<file path="config.mk">
export PLATFORM = sky130hd
export DESIGN_NAME = card_csc_irq_and_window_enable
export DESIGN_NICKNAME = d
export VERILOG_FILES = /design/src/card_csc_irq_and_window_enable.v /design/src/sc_reg_byte.v
export VERILOG_INCLUDE_DIRS = /design/src
export SDC_FILE = /design/constraint.sdc
export NUM_CORES = 1
export LEC_CHECK = 0
export ABC_AREA = 0
export BUFFER_PORTS_ARGS = -buffer_cell sky130_fd_sc_hd__buf_2
export CORE_AREA = 2 2 95 97
export DETAILED_ROUTE_END_ITERATION = 10
export DIE_AREA = 0 0 97 99
export HOLD_SLACK_MARGIN = 0.1
export REMOVE_ABC_BUFFERS = 1
export SYNTH_ARGS = -nofsm -noshare
export SYNTH_HDL_FRONTEND = slang
export SYNTH_HIERARCHICAL = 1
export SYNTH_SLANG_ARGS = --single-unit
</file>
<file path="constraint.sdc">
create_clock -name clk_sys -period 1.3 [get_ports clk_sys]
set_input_delay 0.065 -clock clk_sys [delete_from_list [all_inputs] [get_ports clk_sys]]
set_output_delay 0.065 -clock clk_sys [all_outputs]
set_load 0.01 [all_outputs]
</file>
<file path="src/status_change_defines.vh">
// constants for the card status-change and window enable register block
`ifndef STATUS_CHANGE_DEFINES_VH
`define STATUS_CHANGE_DEFINES_VH

// register offsets within the socket register space
`define OFS_STATUS_CHANGE      8'h04
`define OFS_IRQ_CONFIG         8'h05
`define OFS_WINDOW_ENABLE      8'h06

// reset values
`define RST_IRQ_CONFIG         8'h00
`define RST_WINDOW_ENABLE      8'h00

// irq configuration fields
`define ROUTE_HI               7
`define ROUTE_LO               4
`define BIT_CD_EN              3
`define BIT_READY_EN           2
`define BIT_BATWARN_EN         1
`define BIT_BATDEAD_EN         0

// routing codes
`define ROUTE_NONE             4'h0
`define ROUTE_IRQ1             4'h1
`define ROUTE_SMI              4'h2

// window enable fields
`define BIT_IOWIN1             7
`define BIT_IOWIN0             6
`define BIT_WIN_RESERVED_BIT           5
`define MEMWIN_HI              4
`define MEMWIN_LO              0
`define WIN_WRITE_MASK         8'hdf

// widths
`define NUM_IRQ_LINES          16
`define NUM_SOURCES            4

`endif

</file>
<file path="src/card_csc_irq_and_window_enable.v">
// card status-change interrupt routing, source enables and window enables
//
// What this block does
// bits 7-4 of the irq config register pick the status-change destination and reset to 0000.
// with route 0000 and the diagnostic bit set, status changes go to the pci interrupt alone.
// with route 0000 and the diagnostic bit clear, the pci interrupt is used only if the pci route bit is 1.
// route 0001 drives host irq line 1 and route 0010 drives the system management interrupt.
// routes 1011, 1100 and 1101 drive host lines 11, 12 and 13, nonzero codes other than 0010 naming the line.
// bit 3 enables a status change on any edge of either card detect line, reset 0.
// bit 2 enables a status change on a rising edge of card ready, reset 0.
// bit 1 enables a status change on a card battery warning, reset 0.
// bit 0 enables a status change on battery dead or the card status pin, reset 0.
// a card window whose enable bit is 0 never acknowledges a bus cycle.
// the window enable register resets to all zeros.
// window enable bit 7 enables io window 1 and bit 6 enables io window 0.
// window enable bit 5 reads 0 and ignores writes.
// window enable bits 4-0 enable memory windows 4-0.
// an enabled source sets its flag, cleared by a read or by writing 1 depending on clear mode.
// a flag reads 0 while its source enable is clear.
// the chosen destination stays asserted while any enabled flag is set.
`timescale 1ns/1ps
`include "status_change_defines.vh"

module card_csc_irq_and_window_enable (
    input  wire        clk_sys,
    input  wire        rst_n,
    // register access
    input  wire [7:0]  reg_addr,
    input  wire        reg_wr,
    input  wire        reg_rd,
    input  wire [7:0]  reg_wdata,
    output reg  [7:0]  reg_rdata,
    // global settings held elsewhere
    input  wire        diag_pci_route,
    input  wire        pci_route_enable,
    input  wire        clear_by_write,
    // card signals
    input  wire        card_detect_a,
    input  wire        card_detect_b,
    input  wire        card_ready,
    input  wire        battery_warning,
    input  wire        card_status_pin,
    // window hit requests from the address decoders
    input  wire [1:0]  io_window_hit,
    input  wire [4:0]  mem_window_hit,
    output wire        window_ack,
    output wire [1:0]  io_window_enable,
    output wire [4:0]  mem_window_enable,
    // interrupt destinations
    output reg         pci_irq,
    output reg  [15:0] host_irq,
    output reg         system_management_interrupt
);

    ////////////////////////////////////////////////////////////////////////
    // decoding used by both the write and read paths
    function sel;
        input [7:0] addr;
        input [7:0] ofs;
        begin
            sel = (addr == ofs);
        end
    endfunction

    wire [7:0] irq_cfg;
    wire [7:0] win_en;
    wire       cfg_wr = reg_wr & sel(reg_addr, `OFS_IRQ_CONFIG);
    wire       win_wr = reg_wr & sel(reg_addr, `OFS_WINDOW_ENABLE);
    wire       sts_wr = reg_wr & sel(reg_addr, `OFS_STATUS_CHANGE);
    wire       sts_rd = reg_rd & sel(reg_addr, `OFS_STATUS_CHANGE);

    ////////////////////////////////////////////////////////////////////////
    // configuration registers
    sc_reg_byte #(
        .RESET_VAL  (`RST_IRQ_CONFIG),
        .WRITE_MASK (8'hff)
    ) u_irq_cfg (
        .clk_sys (clk_sys),
        .rst_n   (rst_n),
        .wr_en   (cfg_wr),
        .wr_data (reg_wdata),
        .q       (irq_cfg)
    );

    // the mask keeps the reserved bit stuck at zero
    sc_reg_byte #(
        .RESET_VAL  (`RST_WINDOW_ENABLE),
        .WRITE_MASK (`WIN_WRITE_MASK)
    ) u_win_en (
        .clk_sys (clk_sys),
        .rst_n   (rst_n),
        .wr_en   (win_wr),
        .wr_data (reg_wdata),
        .q       (win_en)
    );

    wire [3:0] route = irq_cfg[`ROUTE_HI:`ROUTE_LO];
    wire [3:0] src_en = {irq_cfg[`BIT_CD_EN], irq_cfg[`BIT_READY_EN],
                         irq_cfg[`BIT_BATWARN_EN], irq_cfg[`BIT_BATDEAD_EN]};

    ////////////////////////////////////////////////////////////////////////
    // window enables gate acknowledgement of decoded cycles
    assign io_window_enable  = {win_en[`BIT_IOWIN1], win_en[`BIT_IOWIN0]};
    assign mem_window_enable = win_en[`MEMWIN_HI:`MEMWIN_LO];
    assign window_ack = |(io_window_hit & io_window_enable) |
                        |(mem_window_hit & mem_window_enable);

    ////////////////////////////////////////////////////////////////////////
    // previous values of the card lines for edge detection
    reg cd_a_r;
    reg cd_b_r;
    reg ready_r;
    reg batwarn_r;
    reg card_status_pin_r;

    always @(posedge clk_sys or negedge rst_n) begin
        if (!rst_n) begin
            cd_a_r    <= 1'b0;
            cd_b_r    <= 1'b0;
            ready_r   <= 1'b0;
            batwarn_r <= 1'b0;
            card_status_pin_r  <= 1'b0;
        end else begin
            cd_a_r    <= card_detect_a;
            cd_b_r    <= card_detect_b;
            ready_r   <= card_ready;
            batwarn_r <= battery_warning;
            card_status_pin_r  <= card_status_pin;
        end
    end

    // the first sample after reset may show a false card-detect edge;
    // software clears it at init anyway
    wire [3:0] src_event;
    assign src_event[3] = (card_detect_a ^ cd_a_r) | (card_detect_b ^ cd_b_r);
    assign src_event[2] = card_ready & ~ready_r;
    assign src_event[1] = battery_warning & ~batwarn_r;
    assign src_event[0] = card_status_pin & ~card_status_pin_r;

    ////////////////////////////////////////////////////////////////////////
    // sticky flags; a new event beats a clear in the same cycle
    reg  [3:0] flag_r;
    reg  [3:0] flag_nxt;
    wire [3:0] flag_vis = flag_r & src_en;
    wire [3:0] clr_mask = clear_by_write ? (sts_wr ? reg_wdata[3:0] : 4'h0)
                                         : (sts_rd ? 4'hf : 4'h0);

    genvar gi;
    generate
        for (gi = 0; gi < `NUM_SOURCES; gi = gi + 1) begin : g_flag
            always @* begin
                if (src_event[gi] & src_en[gi]) begin
                    flag_nxt[gi] = 1'b1;
                end else if (clr_mask[gi] | ~src_en[gi]) begin
                    flag_nxt[gi] = 1'b0;
                end else begin
                    flag_nxt[gi] = flag_r[gi];
                end
            end
        end
    endgenerate

    always @(posedge clk_sys or negedge rst_n) begin
        if (!rst_n) begin
            flag_r <= 4'h0;
        end else begin
            flag_r <= flag_nxt;
        end
    end

    ////////////////////////////////////////////////////////////////////////
    // read data is registered
    always @(posedge clk_sys or negedge rst_n) begin
        if (!rst_n) begin
            reg_rdata <= 8'h00;
        end else if (reg_rd) begin
            case (reg_addr)
                `OFS_STATUS_CHANGE: begin
                    reg_rdata <= {4'h0, flag_vis};
                end
                `OFS_IRQ_CONFIG: begin
                    reg_rdata <= irq_cfg;
                end
                `OFS_WINDOW_ENABLE: begin
                    reg_rdata <= win_en;
                end
                default: begin
                    reg_rdata <= 8'h00;
                end
            endcase
        end
    end

    ////////////////////////////////////////////////////////////////////////
    // interrupt routing held while any enabled flag stays set
    wire pending = |flag_vis;

    always @(posedge clk_sys or negedge rst_n) begin
        if (!rst_n) begin
            pci_irq                     <= 1'b0;
            host_irq                    <= 16'h0000;
            system_management_interrupt <= 1'b0;
        end else begin
            pci_irq  <= pending & (route == `ROUTE_NONE) &
                        (diag_pci_route | pci_route_enable);
            system_management_interrupt <= pending & (route == `ROUTE_SMI);
            // line number equals the code; code 2 is the smi, not a line
            host_irq <= (pending && route != `ROUTE_NONE && route != `ROUTE_SMI)
                        ? (16'h0001 << route) : 16'h0000;
        end
    end

endmodule

</file>
<file path="src/sc_reg_byte.v">
// one byte-wide register with write mask and reset value
`timescale 1ns/1ps

module sc_reg_byte #(
    parameter [7:0] RESET_VAL  = 8'h00,
    parameter [7:0] WRITE_MASK = 8'hff
) (
    input  wire       clk_sys,
    input  wire       rst_n,
    input  wire       wr_en,
    input  wire [7:0] wr_data,
    output reg  [7:0] q
);

    // masked bits keep their reset value forever, so reserved bits read zero
    always @(posedge clk_sys or negedge rst_n) begin
        if (!rst_n) begin
            q <= RESET_VAL;
        end else if (wr_en) begin
            q <= (wr_data & WRITE_MASK) | (q & ~WRITE_MASK);
        end
    end

endmodule

</file>
# After elaboration in Yosys (flattened, before gate mapping)
# Index checks and enable logic that the tools add are counted.
totals:
  register_bits: 51
  out_inout_bits: 34
  elab_cells: 79
  inputBits: 35
op_classes:
  reduce_logical: 11
  n_eq_ne: 5
  n_bitwise: 34
  shift: 1
  muxes: 13
op_table:
  columns: ["op", "count"]
  rows:
  - ["$eq A8 B3 Y1 const B", 3]
  - ["$pmux W8 S3", 1]
  - ["$mux W16", 1]
  - ["$shl A1 B4 Y16 const A", 1]
  - ["$and A1 B1 Y1", 14]
  - ["$mux W4", 3]
  - ["$mux W1", 8]
  - ["$or A8 B6 Y8", 1]
  - ["$reduce_bool A2 Y1", 4]
  - ["$not A1 Y1", 7]
  - ["$or A1 B1 Y1", 7]
  - ["$and A5 B5 Y5", 1]
  - ["$reduce_or A5 Y1", 1]
  - ["$and A4 B4 Y4", 1]
  - ["$eq A4 B2 Y1 const B", 1]
  - ["$logic_not A4 Y1", 1]
  - ["$ne A4 B2 Y1 const B", 1]
  - ["$reduce_bool A4 Y1", 1]
  - ["$reduce_or A4 Y1", 1]
  - ["$and A2 B2 Y2", 1]
  - ["$logic_and A1 B1 Y1", 2]
  - ["$reduce_or A2 Y1", 1]
  - ["$xor A1 B1 Y1", 2]

# Logic depth before layout (Yosys ltp)
# Gate-level depths: netlist (run 1).
depth:
  depth_word: 7
  ltp_mapped: 6
  ltp_nobuf: 4

# Modules after synthesis
# The synthesis (run 1) kept the hierarchy.
by_module_without_submodules:
  columns: ["mod", "instances", "seq_area_each_um2", "cells_per_inst", "area_per_inst_um2"]
  rows:
  - ["card_csc_irq_and_window_enable", 1, 875.8, 131, 1480.2]
  - ["sc_reg_byte (u_irq_cfg)", 1, 200.2, 17, 331.6]
  - ["sc_reg_byte (u_win_en)", 1, 175.2, 17, 302.8]

# Worst setup path before layout (run 1)
# No wires, ideal clock.
synth_timing:
  path_kind: "input port to flip-flop"
  startpoint: "input reg_addr[5]"
  endpoint: "register u_irq_cfg.q[0]"
  stages: 6
  required_ps: 1175
  path_buffers: 2
  arrival_time_ps: 1812
  setup_ps: 125
  setup_slack_ps: -637
  cell_sequence: "or4_1 buf_2 nor3b_1 and3_2 buf_6 mux2_4"
synth_via:
  elab_chain_cells: 2
synth_rtl:
  columns: ["element", "line_no", "text"]
  rows:
  - ["start, declared", "card_csc_irq_and_window_enable.v:28", "input wire [7:0] reg_addr,"]
  - ["$eq A8 B3 Y1", "card_csc_irq_and_window_enable.v:61", "sel = (addr == ofs);"]
  - ["$and A1 B1 Y1", "card_csc_irq_and_window_enable.v:67", "wire cfg_wr = reg_wr & sel(reg_addr, `OFS_IRQ_CONFIG);"]
  - ["via cfg_wr", "card_csc_irq_and_window_enable.v:67", null]
  - ["end signal, assigned", "sc_reg_byte.v:20", "q <= (wr_data & WRITE_MASK) | (q & ~WRITE_MASK);"]
  - ["end, declared", "sc_reg_byte.v:12", "output reg [7:0] q"]
# The timed path passes the listed nets, and every way through them passes these cells.
# A chain may end at the register's enable or synchronous reset.

# Worst setup path after layout (run 1)
layout_timing:
  startpoint: "input reg_addr[6]"
  endpoint: "register u_irq_cfg.q[4]"
# The elaborated chain is that of the path after synthesis.

==> metrics.yaml, run 1 <==
cts-root-to-sink-buffers: 2
routabilityCongestion: 0.836
syn-instance-count: 165
regToRegStartpoint: "u_irq_cfg/q[0]"
timing.final.crit_share_pct: 110
power_leakage_uw: 0.00146
grt_pass1_wl_um: 8910
row_count: 34
drt-vias-per-instance: 4.67
die-height_um: 99
grt_max_degree: 51
totalWireLength_um: 5610
detailed_place_hpwl_um: 4060
cts_tree: "built"
yosys_most_used_dff: "sky130_fd_sc_hd__dfrtp_1"
timing.clock.skew_ns: 0.00248
power_density_nw_per_um2: 970
die-area_um2: 9600
worst-endpoint-required_ns: 1.49
finish.net_count: 300
ant_nets: 0
rr_endpoint: "host_irq[9]"
ys_warn_count: 6
postLayoutSetupSlackWorst_ns: -0.136
critPathMaxFanout: 8
report.final.slew_viol_count: 0
fp.dieW_um: 97
outcome: "finished, violations left"
synth_enable_flop_cells: 0
start_kind: "input port"
drt_first_iter_violations: 66
crit_path_end_kind: "register"
tns_ns: -2.02
synth.cell_area_um2: 2110
r2r_slack_ns: 0.10
syn_to_final_growth_pct: 43.0
most-common-layout-cells: "sky130_fd_sc_hd__buf_2 (67), sky130_fd_sc_hd__dfrtp_1 (50), sky130_fd_sc_hd__buf_4 (16), sky130_fd_sc_hd__mux2_4 (15), sky130_fd_sc_hd__dlygate4sd3_1 (14)"
detailedRoute.firstPassIterationCount: 5
grt_pass1_vias: 1695
stdcell_area_um2: 3020
dp_worst_setup_slack_ns: -0.590
time_the_worst_path_needs_with_i_o_delays_and_setup_ns: 1.44
synth_area_leader_cell: "sky130_fd_sc_hd__dfrtp_1"
cap_viol_max_count: 0
critical_path_class: "in2reg"
cts_made_buffers: 5
clock_latency_ns: 0.30
worst_ir_drop_vdd_mv: 0.435
antenna_found_initial: 0
rsz0062_at_grt: "true"
violations: "negative setup slack"
placedInstanceArea_um2: 2670
reg2reg_depth: 4
timing.hold.worst_endpoint: "pci_irq"
synth.top_cells.by_area: "sky130_fd_sc_hd__dfrtp_1 (59%), sky130_fd_sc_hd__mux2_4 (11%), sky130_fd_sc_hd__nor3_1 (2.1%)"
clock_sinks: 50
synth-async-reset-ratio_pct: 100
hold_start: "diag_pci_route"
top_level_ports: 69
antennaDiodeCount: 0
hp-class: "in2reg"
drt_drc_violations_left: 0
hold-path-cell-count: 3
synth.distinct_cells: 32
htreeDepth: 2
ys_seq_elements: 50
maximum_frequency_from_static_timing_analysis_mhz: 696
finalHoldViolCount: 0
synth_top_area_share_pct: 59.2
final_layout_size_suffix_gt1_share_pct: 48.1
count_of_endpoints_failing_setup_in_the_final_report: 16
post_detailed_route_wirelength_per_cell_um: 15.0
floorplan.core_area_um2: 8550
routed-via-count: 1745
place.port_buffers: 68
syn_avg_cell_area_um2: 12.8
arrival_ns: 1.63
floorplan.initialDensity_pct: 24.7
yosysSeqAreaShare_pct: 59.2
globalRoute.totalOverflow: 0
groute.usage.overall_pct: 11.7
layout.cells.most_common: "sky130_fd_sc_hd__buf_2"
root_buffer_selected_by_cts: "sky130_fd_sc_hd__clkbuf_8"
clk_pin_slew_worst_paths_ns: 0.09
[kinds of logic (layout without fill, tap and decap cells)]
family / count (synthesis) / count (layout) / share of synthesized area, %
AO/OA/AOI/OAI: 33 / 33 / 11.8
multiplexers: 15 / 15 / 10.7
buffers and inverters: 9 / 109 / 2.54
other: 2 / 3 / 0.355
XOR/XNOR: 2 / 2 / 0.829
AND/OR/NAND/NOR: 54 / 54 / 14.7
flip-flops: 50 / 50 / 59.2
[flip-flops by register name (all words and copies together), names as in the netlist]
signal	flops
reg_rdata	8
batwarn_r	1
flag_r	4
host_irq	16
pci_irq	1
cd_b_r	1
card_status_pin_r	1
ready_r	1
u_irq_cfg/q	8
cd_a_r	1
system_management_interrupt	1
u_win_en/q	7
[routing by layer]
| layer | GRT usage, % | wire [µm] | vias up |
|---|---|---|---|
| li1 | - | - | 808 |
| met2 | 17.9 | 2610 | 69 |
| met4 | 2.93 | 23 | 0 |
| met1 | 16.6 | 2620 | 866 |
| met3 | 3.19 | 353 | 2 |
| met5 | 0 | 0 | - |
[cell type report]
cell class	count	area (µm²)
inverters	1	3.75
flip-flops and latches	50	1250
well taps	108	135
clock buffers	6	82.6
fillers	855	5530
multi-input cells	107	888
clock inverters	2	16.3
repair buffers	100	647
[worst max path at each step]
stage | from | to | cells past startpoint
finish | reg_addr[6] | u_irq_cfg/q[4] | 6
global route | u_win_en/q[2] | window_ack | 3
CTS | reg_addr[6] | u_irq_cfg/q[1] | 6
detailed placement | reg_addr[5] | u_irq_cfg/q[2] | 6
global placement | reg_addr[5] | u_irq_cfg/q[6] | 6
floorplan | reg_addr[5] | u_irq_cfg/q[4] | 4
[cells in the mapped netlist (all sizes together), types with 4 or more instances]
cell     count
dfrtp       50
mux2        15
nand2       11
nor3         9
o21ai        9
nor4         7
a22oi        6
nor2b        6
nand2b       5
nand3        5
a41o         4
buf          4
clkbuf       4
o2bb2ai      4
o31ai        4
[per-stage QoR]
step                      hold slack, ns  total power (µW)  cells  utilization, %
after CTS                          0.129              2950    372            34.7
final                              0.145              2930    374            35.4
after floorplan                   -0.231              1750    158               -
after detailed placement          0.0780              1940    348            31.3
after global routing               0.151              3080    374            35.4
after global placement            0.0719              1930    348            31.3
[timing repair]
item,in CTS,in global routing
hold buffers,14,0
pin swaps,4,4
setup endpoints to repair,20,23
resized for setup,9,6
hold endpoints to repair,73,0
cloned,0,0
setup buffers,2,2
[worst max-delay path, stage by stage]
cell	delay (ns)
sky130_fd_sc_hd__buf_6	0.09
sky130_fd_sc_hd__or4_4	0.53
sky130_fd_sc_hd__nor3b_2	0.18
sky130_fd_sc_hd__buf_4	0.16
sky130_fd_sc_hd__and3_4	0.29
sky130_fd_sc_hd__mux2_4	0.31
[power breakdown]
| part | leakage, µW | switching [µW] | internal (µW) |
|---|---|---|---|
| logic | 0.000733 | 162 | 172 |
| registers | 0.000679 | 38.8 | 1590 |
| clock network | 0.0000478 | 532 | 439 |
Power figures use the tool's default switching activity.
==> run 2: changes to the inputs <==
--- a/config.mk
+++ b/config.mk
@@ -8,10 +8,11 @@
 export LEC_CHECK = 0
 export ABC_AREA = 0
 export BUFFER_PORTS_ARGS = -buffer_cell sky130_fd_sc_hd__buf_2
-export CORE_AREA = 2 2 95 97
+export CORE_AREA = 2 2 72 74
 export DETAILED_ROUTE_END_ITERATION = 10
-export DIE_AREA = 0 0 97 99
+export DIE_AREA = 0 0 74 76
 export HOLD_SLACK_MARGIN = 0.1
+export PLACE_DENSITY = 0.73
 export REMOVE_ABC_BUFFERS = 1
 export SYNTH_ARGS = -nofsm -noshare
 export SYNTH_HDL_FRONTEND = slang
==> metrics.yaml, run 2 (synthesis results as in run 1) <==
outcome: "finished, violations left"
violations: "negative setup slack"
timing.final.crit_share_pct: 108
timing.clock.skew_ns: 0.00312
post_detailed_route_wirelength_per_cell_um: 15.1
time_the_worst_path_needs_with_i_o_delays_and_setup_ns: 1.40
detailed_place_hpwl_um: 3720
root_buffer_selected_by_cts: "sky130_fd_sc_hd__clkbuf_8"
largest_regs: "host_irq (16), reg_rdata (8), u_irq_cfg/q (8)"
grt_pass1_wl_um: 8220
drt-vias-per-instance: 5.11
floorplan.initialDensity_pct: 43.0
groute.usage.overall_pct: 19.3
worst_ir_drop_vdd_mv: 0.626
power_leakage_uw: 0.00146
finalNonFillerCells: 335
power_density_nw_per_um2: 1010
finalHoldViolCount: 0
cap_viol_max_count: 0
totalWireLength_um: 5070
report.final.slew_viol_count: 0
num-fill-cells: 407
r2r_slack_ns: 0.10
hold_start: "reg_rd"
drt_first_iter_violations: 104
clk_pin_slew_worst_paths_ns: 0.08
ant_nets: 0
grt_pass1_vias: 1659
max_flop_register: "host_irq"
maximum_frequency_from_static_timing_analysis_mhz: 712
finish.net_count: 299
crit_path_end_kind: "register"
row_count: 26
stdcell_area_um2: 2960
dp_worst_setup_slack_ns: -0.600
placedInstanceArea_um2: 2610
place.port_buffers: 68
die-area_um2: 5620
routabilityCongestion: 0.846
layout.area.seq_um2: 1250
timing.hold.worst_endpoint: "reg_rdata[3]"
critical_path_class: "in2reg"
postLayoutSetupSlackWorst_ns: -0.104
syn_to_final_growth_pct: 40.0
cts_tree: "built"
start_kind: "input port"
hold-path-cell-count: 2
rsz0062_at_grt: "true"
placed_cells_incl_taps: 308
cts-root-to-sink-buffers: 2
top_level_ports: 69
fp.dieW_um: 74
htreeDepth: 2
hp-class: "in2reg"
most-common-layout-cells: "sky130_fd_sc_hd__buf_2 (67), sky130_fd_sc_hd__dfrtp_1 (49), sky130_fd_sc_hd__dlygate4sd3_1 (16), sky130_fd_sc_hd__mux2_4 (15), sky130_fd_sc_hd__buf_4 (13)"
arrival_ns: 1.59
grt_max_degree: 51
largest_reg_flops: 16
globalRoute.totalOverflow: 0
critPathMaxFanout: 8
regToRegStartpoint: "u_irq_cfg/q[0]"
final_layout_size_suffix_gt1_share_pct: 45.3
drt_drc_violations_left: 0
cts_made_buffers: 5
antennaDiodeCount: 0
floorplan.core_area_um2: 4910
clock_sinks: 50
count_of_endpoints_failing_setup_in_the_final_report: 16
multiInputGateArea_um2: 866
rr_endpoint: "host_irq[9]"
worst-endpoint-required_ns: 1.49
antenna_found_initial: 0
routed-via-count: 1713
reg2reg_depth: 3
die-height_um: 76
layout.cells.most_common: "sky130_fd_sc_hd__buf_2"
detailedRoute.firstPassIterationCount: 4
clock_latency_ns: 0.30
[run 2: changes by cell type in the layout (fill, tap and decap cells not counted), sizes merged]
| cell | delta |
|---|---|
| buf | -3 |
| bufinv | +1 |
| clkbuf | +1 |
| clkinvlp | -1 |
| dlygate4sd3 | +2 |
| inv | -1 |
[run 2: area by class of cell]
type,count,area share [%]
clock buffer,7,2.58
clock inverter,1,1.01
inverter,1,0.127
multi-input combinational,107,29.2
sequential,50,42.3
tap,70,2.96
timing repair buffer,99,21.8
[run 2: worst max-delay path: stages]
cell and delay, ns:
sky130_fd_sc_hd__buf_6 0.09, sky130_fd_sc_hd__or4_4 0.55, sky130_fd_sc_hd__nor3b_4 0.23, sky130_fd_sc_hd__and3_4 0.23, sky130_fd_sc_hd__buf_12 0.14, sky130_fd_sc_hd__mux2_4 0.30
[run 2: per-stage QoR]
step                hold WS (ns)  power (µW)  util [%]  setup TNS (ns)
global route               0.188        3120      60.3           -1.70
floorplan                 -0.231        1750         -          -10.43
CTS                        0.148        3020      59.8           -1.11
global placement          0.0652        1920      53.2           -9.68
finish                     0.172        3000      60.3           -1.26
detailed placement        0.0690        1930      53.2          -11.06
[run 2: how the worst max path moves through the flow]
stage,to,startpoint,slack (ns),cells past startpoint
floorplan,u_irq_cfg/q[4],reg_addr[5],-0.65,4
finish,u_irq_cfg/q[5],reg_addr[6],-0.10,6
global route,u_irq_cfg/q[6],reg_addr[6],-0.13,6
CTS,u_irq_cfg/q[3],reg_addr[6],-0.09,6
global placement,u_win_en/q[4],reg_addr[5],-0.53,5
detailed placement,u_win_en/q[1],reg_addr[5],-0.60,5
[run 2: layer usage]
metal	wire length (µm)	track usage, %	vias to the layer above
met2	2570	29.4	50
met5	0	0	-
met4	114	7.27	0
li1	-	-	809
met1	2160	26.6	844
met3	230	4.50	10
[run 2: repair_timing]
item / in CTS / in global routing
hold buffers: 16 / 0
resized for setup: 9 / 4
setup buffers: 3 / 0
setup endpoints to repair: 23 / 20
pin swaps: 8 / 1
endpoints found under the hold margin: 74 / 0
[run 2: power breakdown]
group	switching, µW	total [µW]	leakage (µW)	internal (µW)
clock network	480	1060	0.0000524	576
logic	152	321	0.000727	169
registers	38.5	1630	0.000678	1590
total	670	3000	0.00146	2330
==> run 3: changes to the inputs <==
--- a/config.mk
+++ b/config.mk
@@ -6,11 +6,11 @@
 export SDC_FILE = /design/constraint.sdc
 export NUM_CORES = 1
 export LEC_CHECK = 0
-export ABC_AREA = 0
+export ABC_AREA = 1
 export BUFFER_PORTS_ARGS = -buffer_cell sky130_fd_sc_hd__buf_2
-export CORE_AREA = 2 2 72 74
+export CORE_AREA = 2 2 73 75
 export DETAILED_ROUTE_END_ITERATION = 10
-export DIE_AREA = 0 0 74 76
+export DIE_AREA = 0 0 75 77
 export HOLD_SLACK_MARGIN = 0.1
 export PLACE_DENSITY = 0.73
 export REMOVE_ABC_BUFFERS = 1
==> metrics.yaml, run 3 <==
outcome: "finished, final reports clean"
synth.top_cells.by_area: "sky130_fd_sc_hd__dfrtp_1 (58%), sky130_fd_sc_hd__nand2_1 (16%), sky130_fd_sc_hd__nand3_1 (8.3%)"
worst-endpoint-required_ns: 1.24
globalRoute.totalOverflow: 0
ys_warn_count: 6
largest_reg_flops: 16
clock_power_share_pct: 33.5
antennaDiodeCount: 0
power_leakage_uw: 0.00164
time_the_worst_path_needs_with_i_o_delays_and_setup_ns: 1.28
drt_first_iter_violations: 66
place.port_buffers: 68
arrival_ns: 1.22
detailedRoute.firstPassIterationCount: 4
synth_area_leader_cell: "sky130_fd_sc_hd__dfrtp_1"
crit_path_end_kind: "output pin"
ant_nets: 0
hp-class: "in2reg"
routabilityCongestion: 0.919
antenna_found_initial: 0
slowest_delay_ns: 0.39
syn_to_final_growth_pct: 34.9
row_count: 26
cap_viol_max_count: 0
fp.dieW_um: 75
ys_seq_elements: 50
final_layout_size_suffix_gt1_share_pct: 29.2
die-area_um2: 5780
grt_pass1_wl_um: 8770
rsz0062_at_grt: "true"
dp_worst_setup_slack_ns: 0.0967
finalNonFillerCells: 423
clk_pin_slew_worst_paths_ns: 0.09
post_detailed_route_wirelength_per_cell_um: 12.3
syn_avg_cell_area_um2: 8.57
synth.cell_area_um2: 2170
cts-root-to-sink-buffers: 2
yosysSeqAreaShare_pct: 57.7
power.internal_uw: 2160
count_of_endpoints_failing_setup_in_the_final_report: 0
synth_top_area_share_pct: 57.7
root_buffer_selected_by_cts: "sky130_fd_sc_hd__clkbuf_8"
routed-via-count: 2000
total_switching_power_uw: 722
placedInstanceArea_um2: 2630
timing.final.crit_share_pct: 98.8
clock_sinks: 50
timing.clock.skew_ns: 0.00552
sequentialPowerShare_pct: 56.2
drt_drc_violations_left: 0
synth_enable_flop_cells: 0
grt_max_degree: 51
worst-path-buf-inv: 1
critical_path_class: "reg2out"
synth_common_cells: "sky130_fd_sc_hd__nand2_1 (93), sky130_fd_sc_hd__dfrtp_1 (50), sky130_fd_sc_hd__nand3_1 (36)"
detailed_place_hpwl_um: 3930
top_level_ports: 69
switching_share_pct: 25.0
cts_tree: "built"
worst_ir_drop_vdd_mv: 0.656
finalHoldViolCount: 0
combinational_power_share_pct: 10.2
start_kind: "register"
syn-instance-count: 253
largest_regs: "host_irq (16), reg_rdata (8), u_irq_cfg/q (8)"
die-height_um: 77
clock_latency_ns: 0.30
finalHoldWorstSlack_ns: 0.176
layout.cells.most_common: "sky130_fd_sc_hd__nand2_1"
yosys_most_used_dff: "sky130_fd_sc_hd__dfrtp_1"
cts_made_buffers: 5
floorplan.initialDensity_pct: 43.6
most-common-layout-cells: "sky130_fd_sc_hd__nand2_1 (92), sky130_fd_sc_hd__buf_2 (68), sky130_fd_sc_hd__dfrtp_1 (50), sky130_fd_sc_hd__nand3_1 (36), sky130_fd_sc_hd__nor2_1 (19)"
crit_path_cell_trace: "nand2_1, nand4_1, a21oi_2, nand3_1, buf_2"
max_flop_register: "host_irq"
synth-async-reset-ratio_pct: 100
htreeDepth: 2
postLayoutSetupSlackWorst_ns: 0.0160
placed_cells_incl_taps: 395
stdcell_area_um2: 2920
groute.usage.overall_pct: 19.7
report.final.slew_viol_count: 0
cp_top_family: "flip-flops"
floorplan.core_area_um2: 4980
synth.distinct_cells: 22
post-synth-top-count-cell: "sky130_fd_sc_hd__nand2_1"
finish.net_count: 387
drt-vias-per-instance: 4.73
grt_pass1_vias: 2064
maximum_frequency_from_static_timing_analysis_mhz: 779
totalWireLength_um: 5220
critPathMaxFanout: 2
power_density_nw_per_um2: 986
cp_slowest_cell: "sky130_fd_sc_hd__dfrtp_1"
run 3: changes by cell type in the layout (fill, tap and decap cells not counted), sizes merged, moves of 5 or more:
cell,change
nor2b,-6
nand2,+84
inv,+22
nor2,+23
a22oi,-6
mux2,-15
nor3,-6
nand3,+31
nand2b,-5
nor4,-6
run 3: power groups by stage:
stage / clock, µW / sequential, µW / combinational (µW)
final: 967 / 1620 / 295
after global routing: 1060 / 1620 / 329
after CTS: 991 / 1620 / 293
after detailed placement: 0 / 1650 / 247
after global placement: 0 / 1650 / 241
after floorplan: 0 / 1650 / 87.4
run 3: worst paths after layout:
| kind | from | endpoint | slack [ns] | cells past startpoint |
|---|---|---|---|---|
| max | u_win_en/q[3] | window_ack | 0.02 | 5 |
| min | clear_by_write | flag_r[3] | 0.18 | 5 |
| max reg2reg | u_irq_cfg/q[0] | host_irq[13] | 0.12 | 4 |
| min reg2reg | reg_rdata[5] | reg_rdata[5] | 0.48 | 2 |
| max in group asynchronous | rst_n | ready_r | 0.81 | 3 |
| min in group asynchronous | rst_n | system_management_interrupt | 0.27 | 3 |
run 3: cells by family (layout without fill, tap and decap cells):
family	count (synthesis)	count (layout)	share of synthesized area (%)
compound gates	7	7	1.62
simple gates	165	165	33.6
other cells	2	3	0.346
xor+xnor	2	2	0.808
flops	50	50	57.7
buf+inv	27	126	5.94
run 3: cell type report:
cell class	count	area, µm²
fill	475	2050
sequential	50	1250
multi-input combinational	177	798
timing repair buffer	96	606
tap	70	87.6
clock buffer	6	82.6
inverter	22	82.6
clock inverter	2	16.3
run 3: tightest hold or removal path, delay by kind of cell:
kind          cells  cell delay (ns)
simple gates      4             0.30
buf+inv           1             0.09
run 3: stage by stage:
step           TNS (ns)  utilization, %  power (µW)
5_1_grt         -0.0600            58.7        3010
3_5_place_dp          0            52.8        1900
3_3_place_gp          0            52.8        1890
6_report              0            58.7        2880
2_1_floorplan    -0.489               -        1740
4_1_cts               0            58.5        2900
run 3: repair_timing:
| action | 4_1_cts | 5_1_grt |
|---|---|---|
| gates cloned | 0 | 0 |
| endpoints found under the setup margin | 1 | 9 |
| gates resized for setup | 0 | 2 |
| hold buffers | 17 | 0 |
| setup buffers | 2 | 1 |
| hold endpoints to repair | 83 | 0 |
run 3: routing by layer:
metal | GRT usage, % | wire, µm | vias to the layer above
met2 | 34.6 | 2700 | 63
met4 | 9.11 | 174 | 0
li1 | - | - | 989
met3 | 4.07 | 245 | 17
met5 | 0 | 0 | -
met1 | 22.2 | 2100 | 931
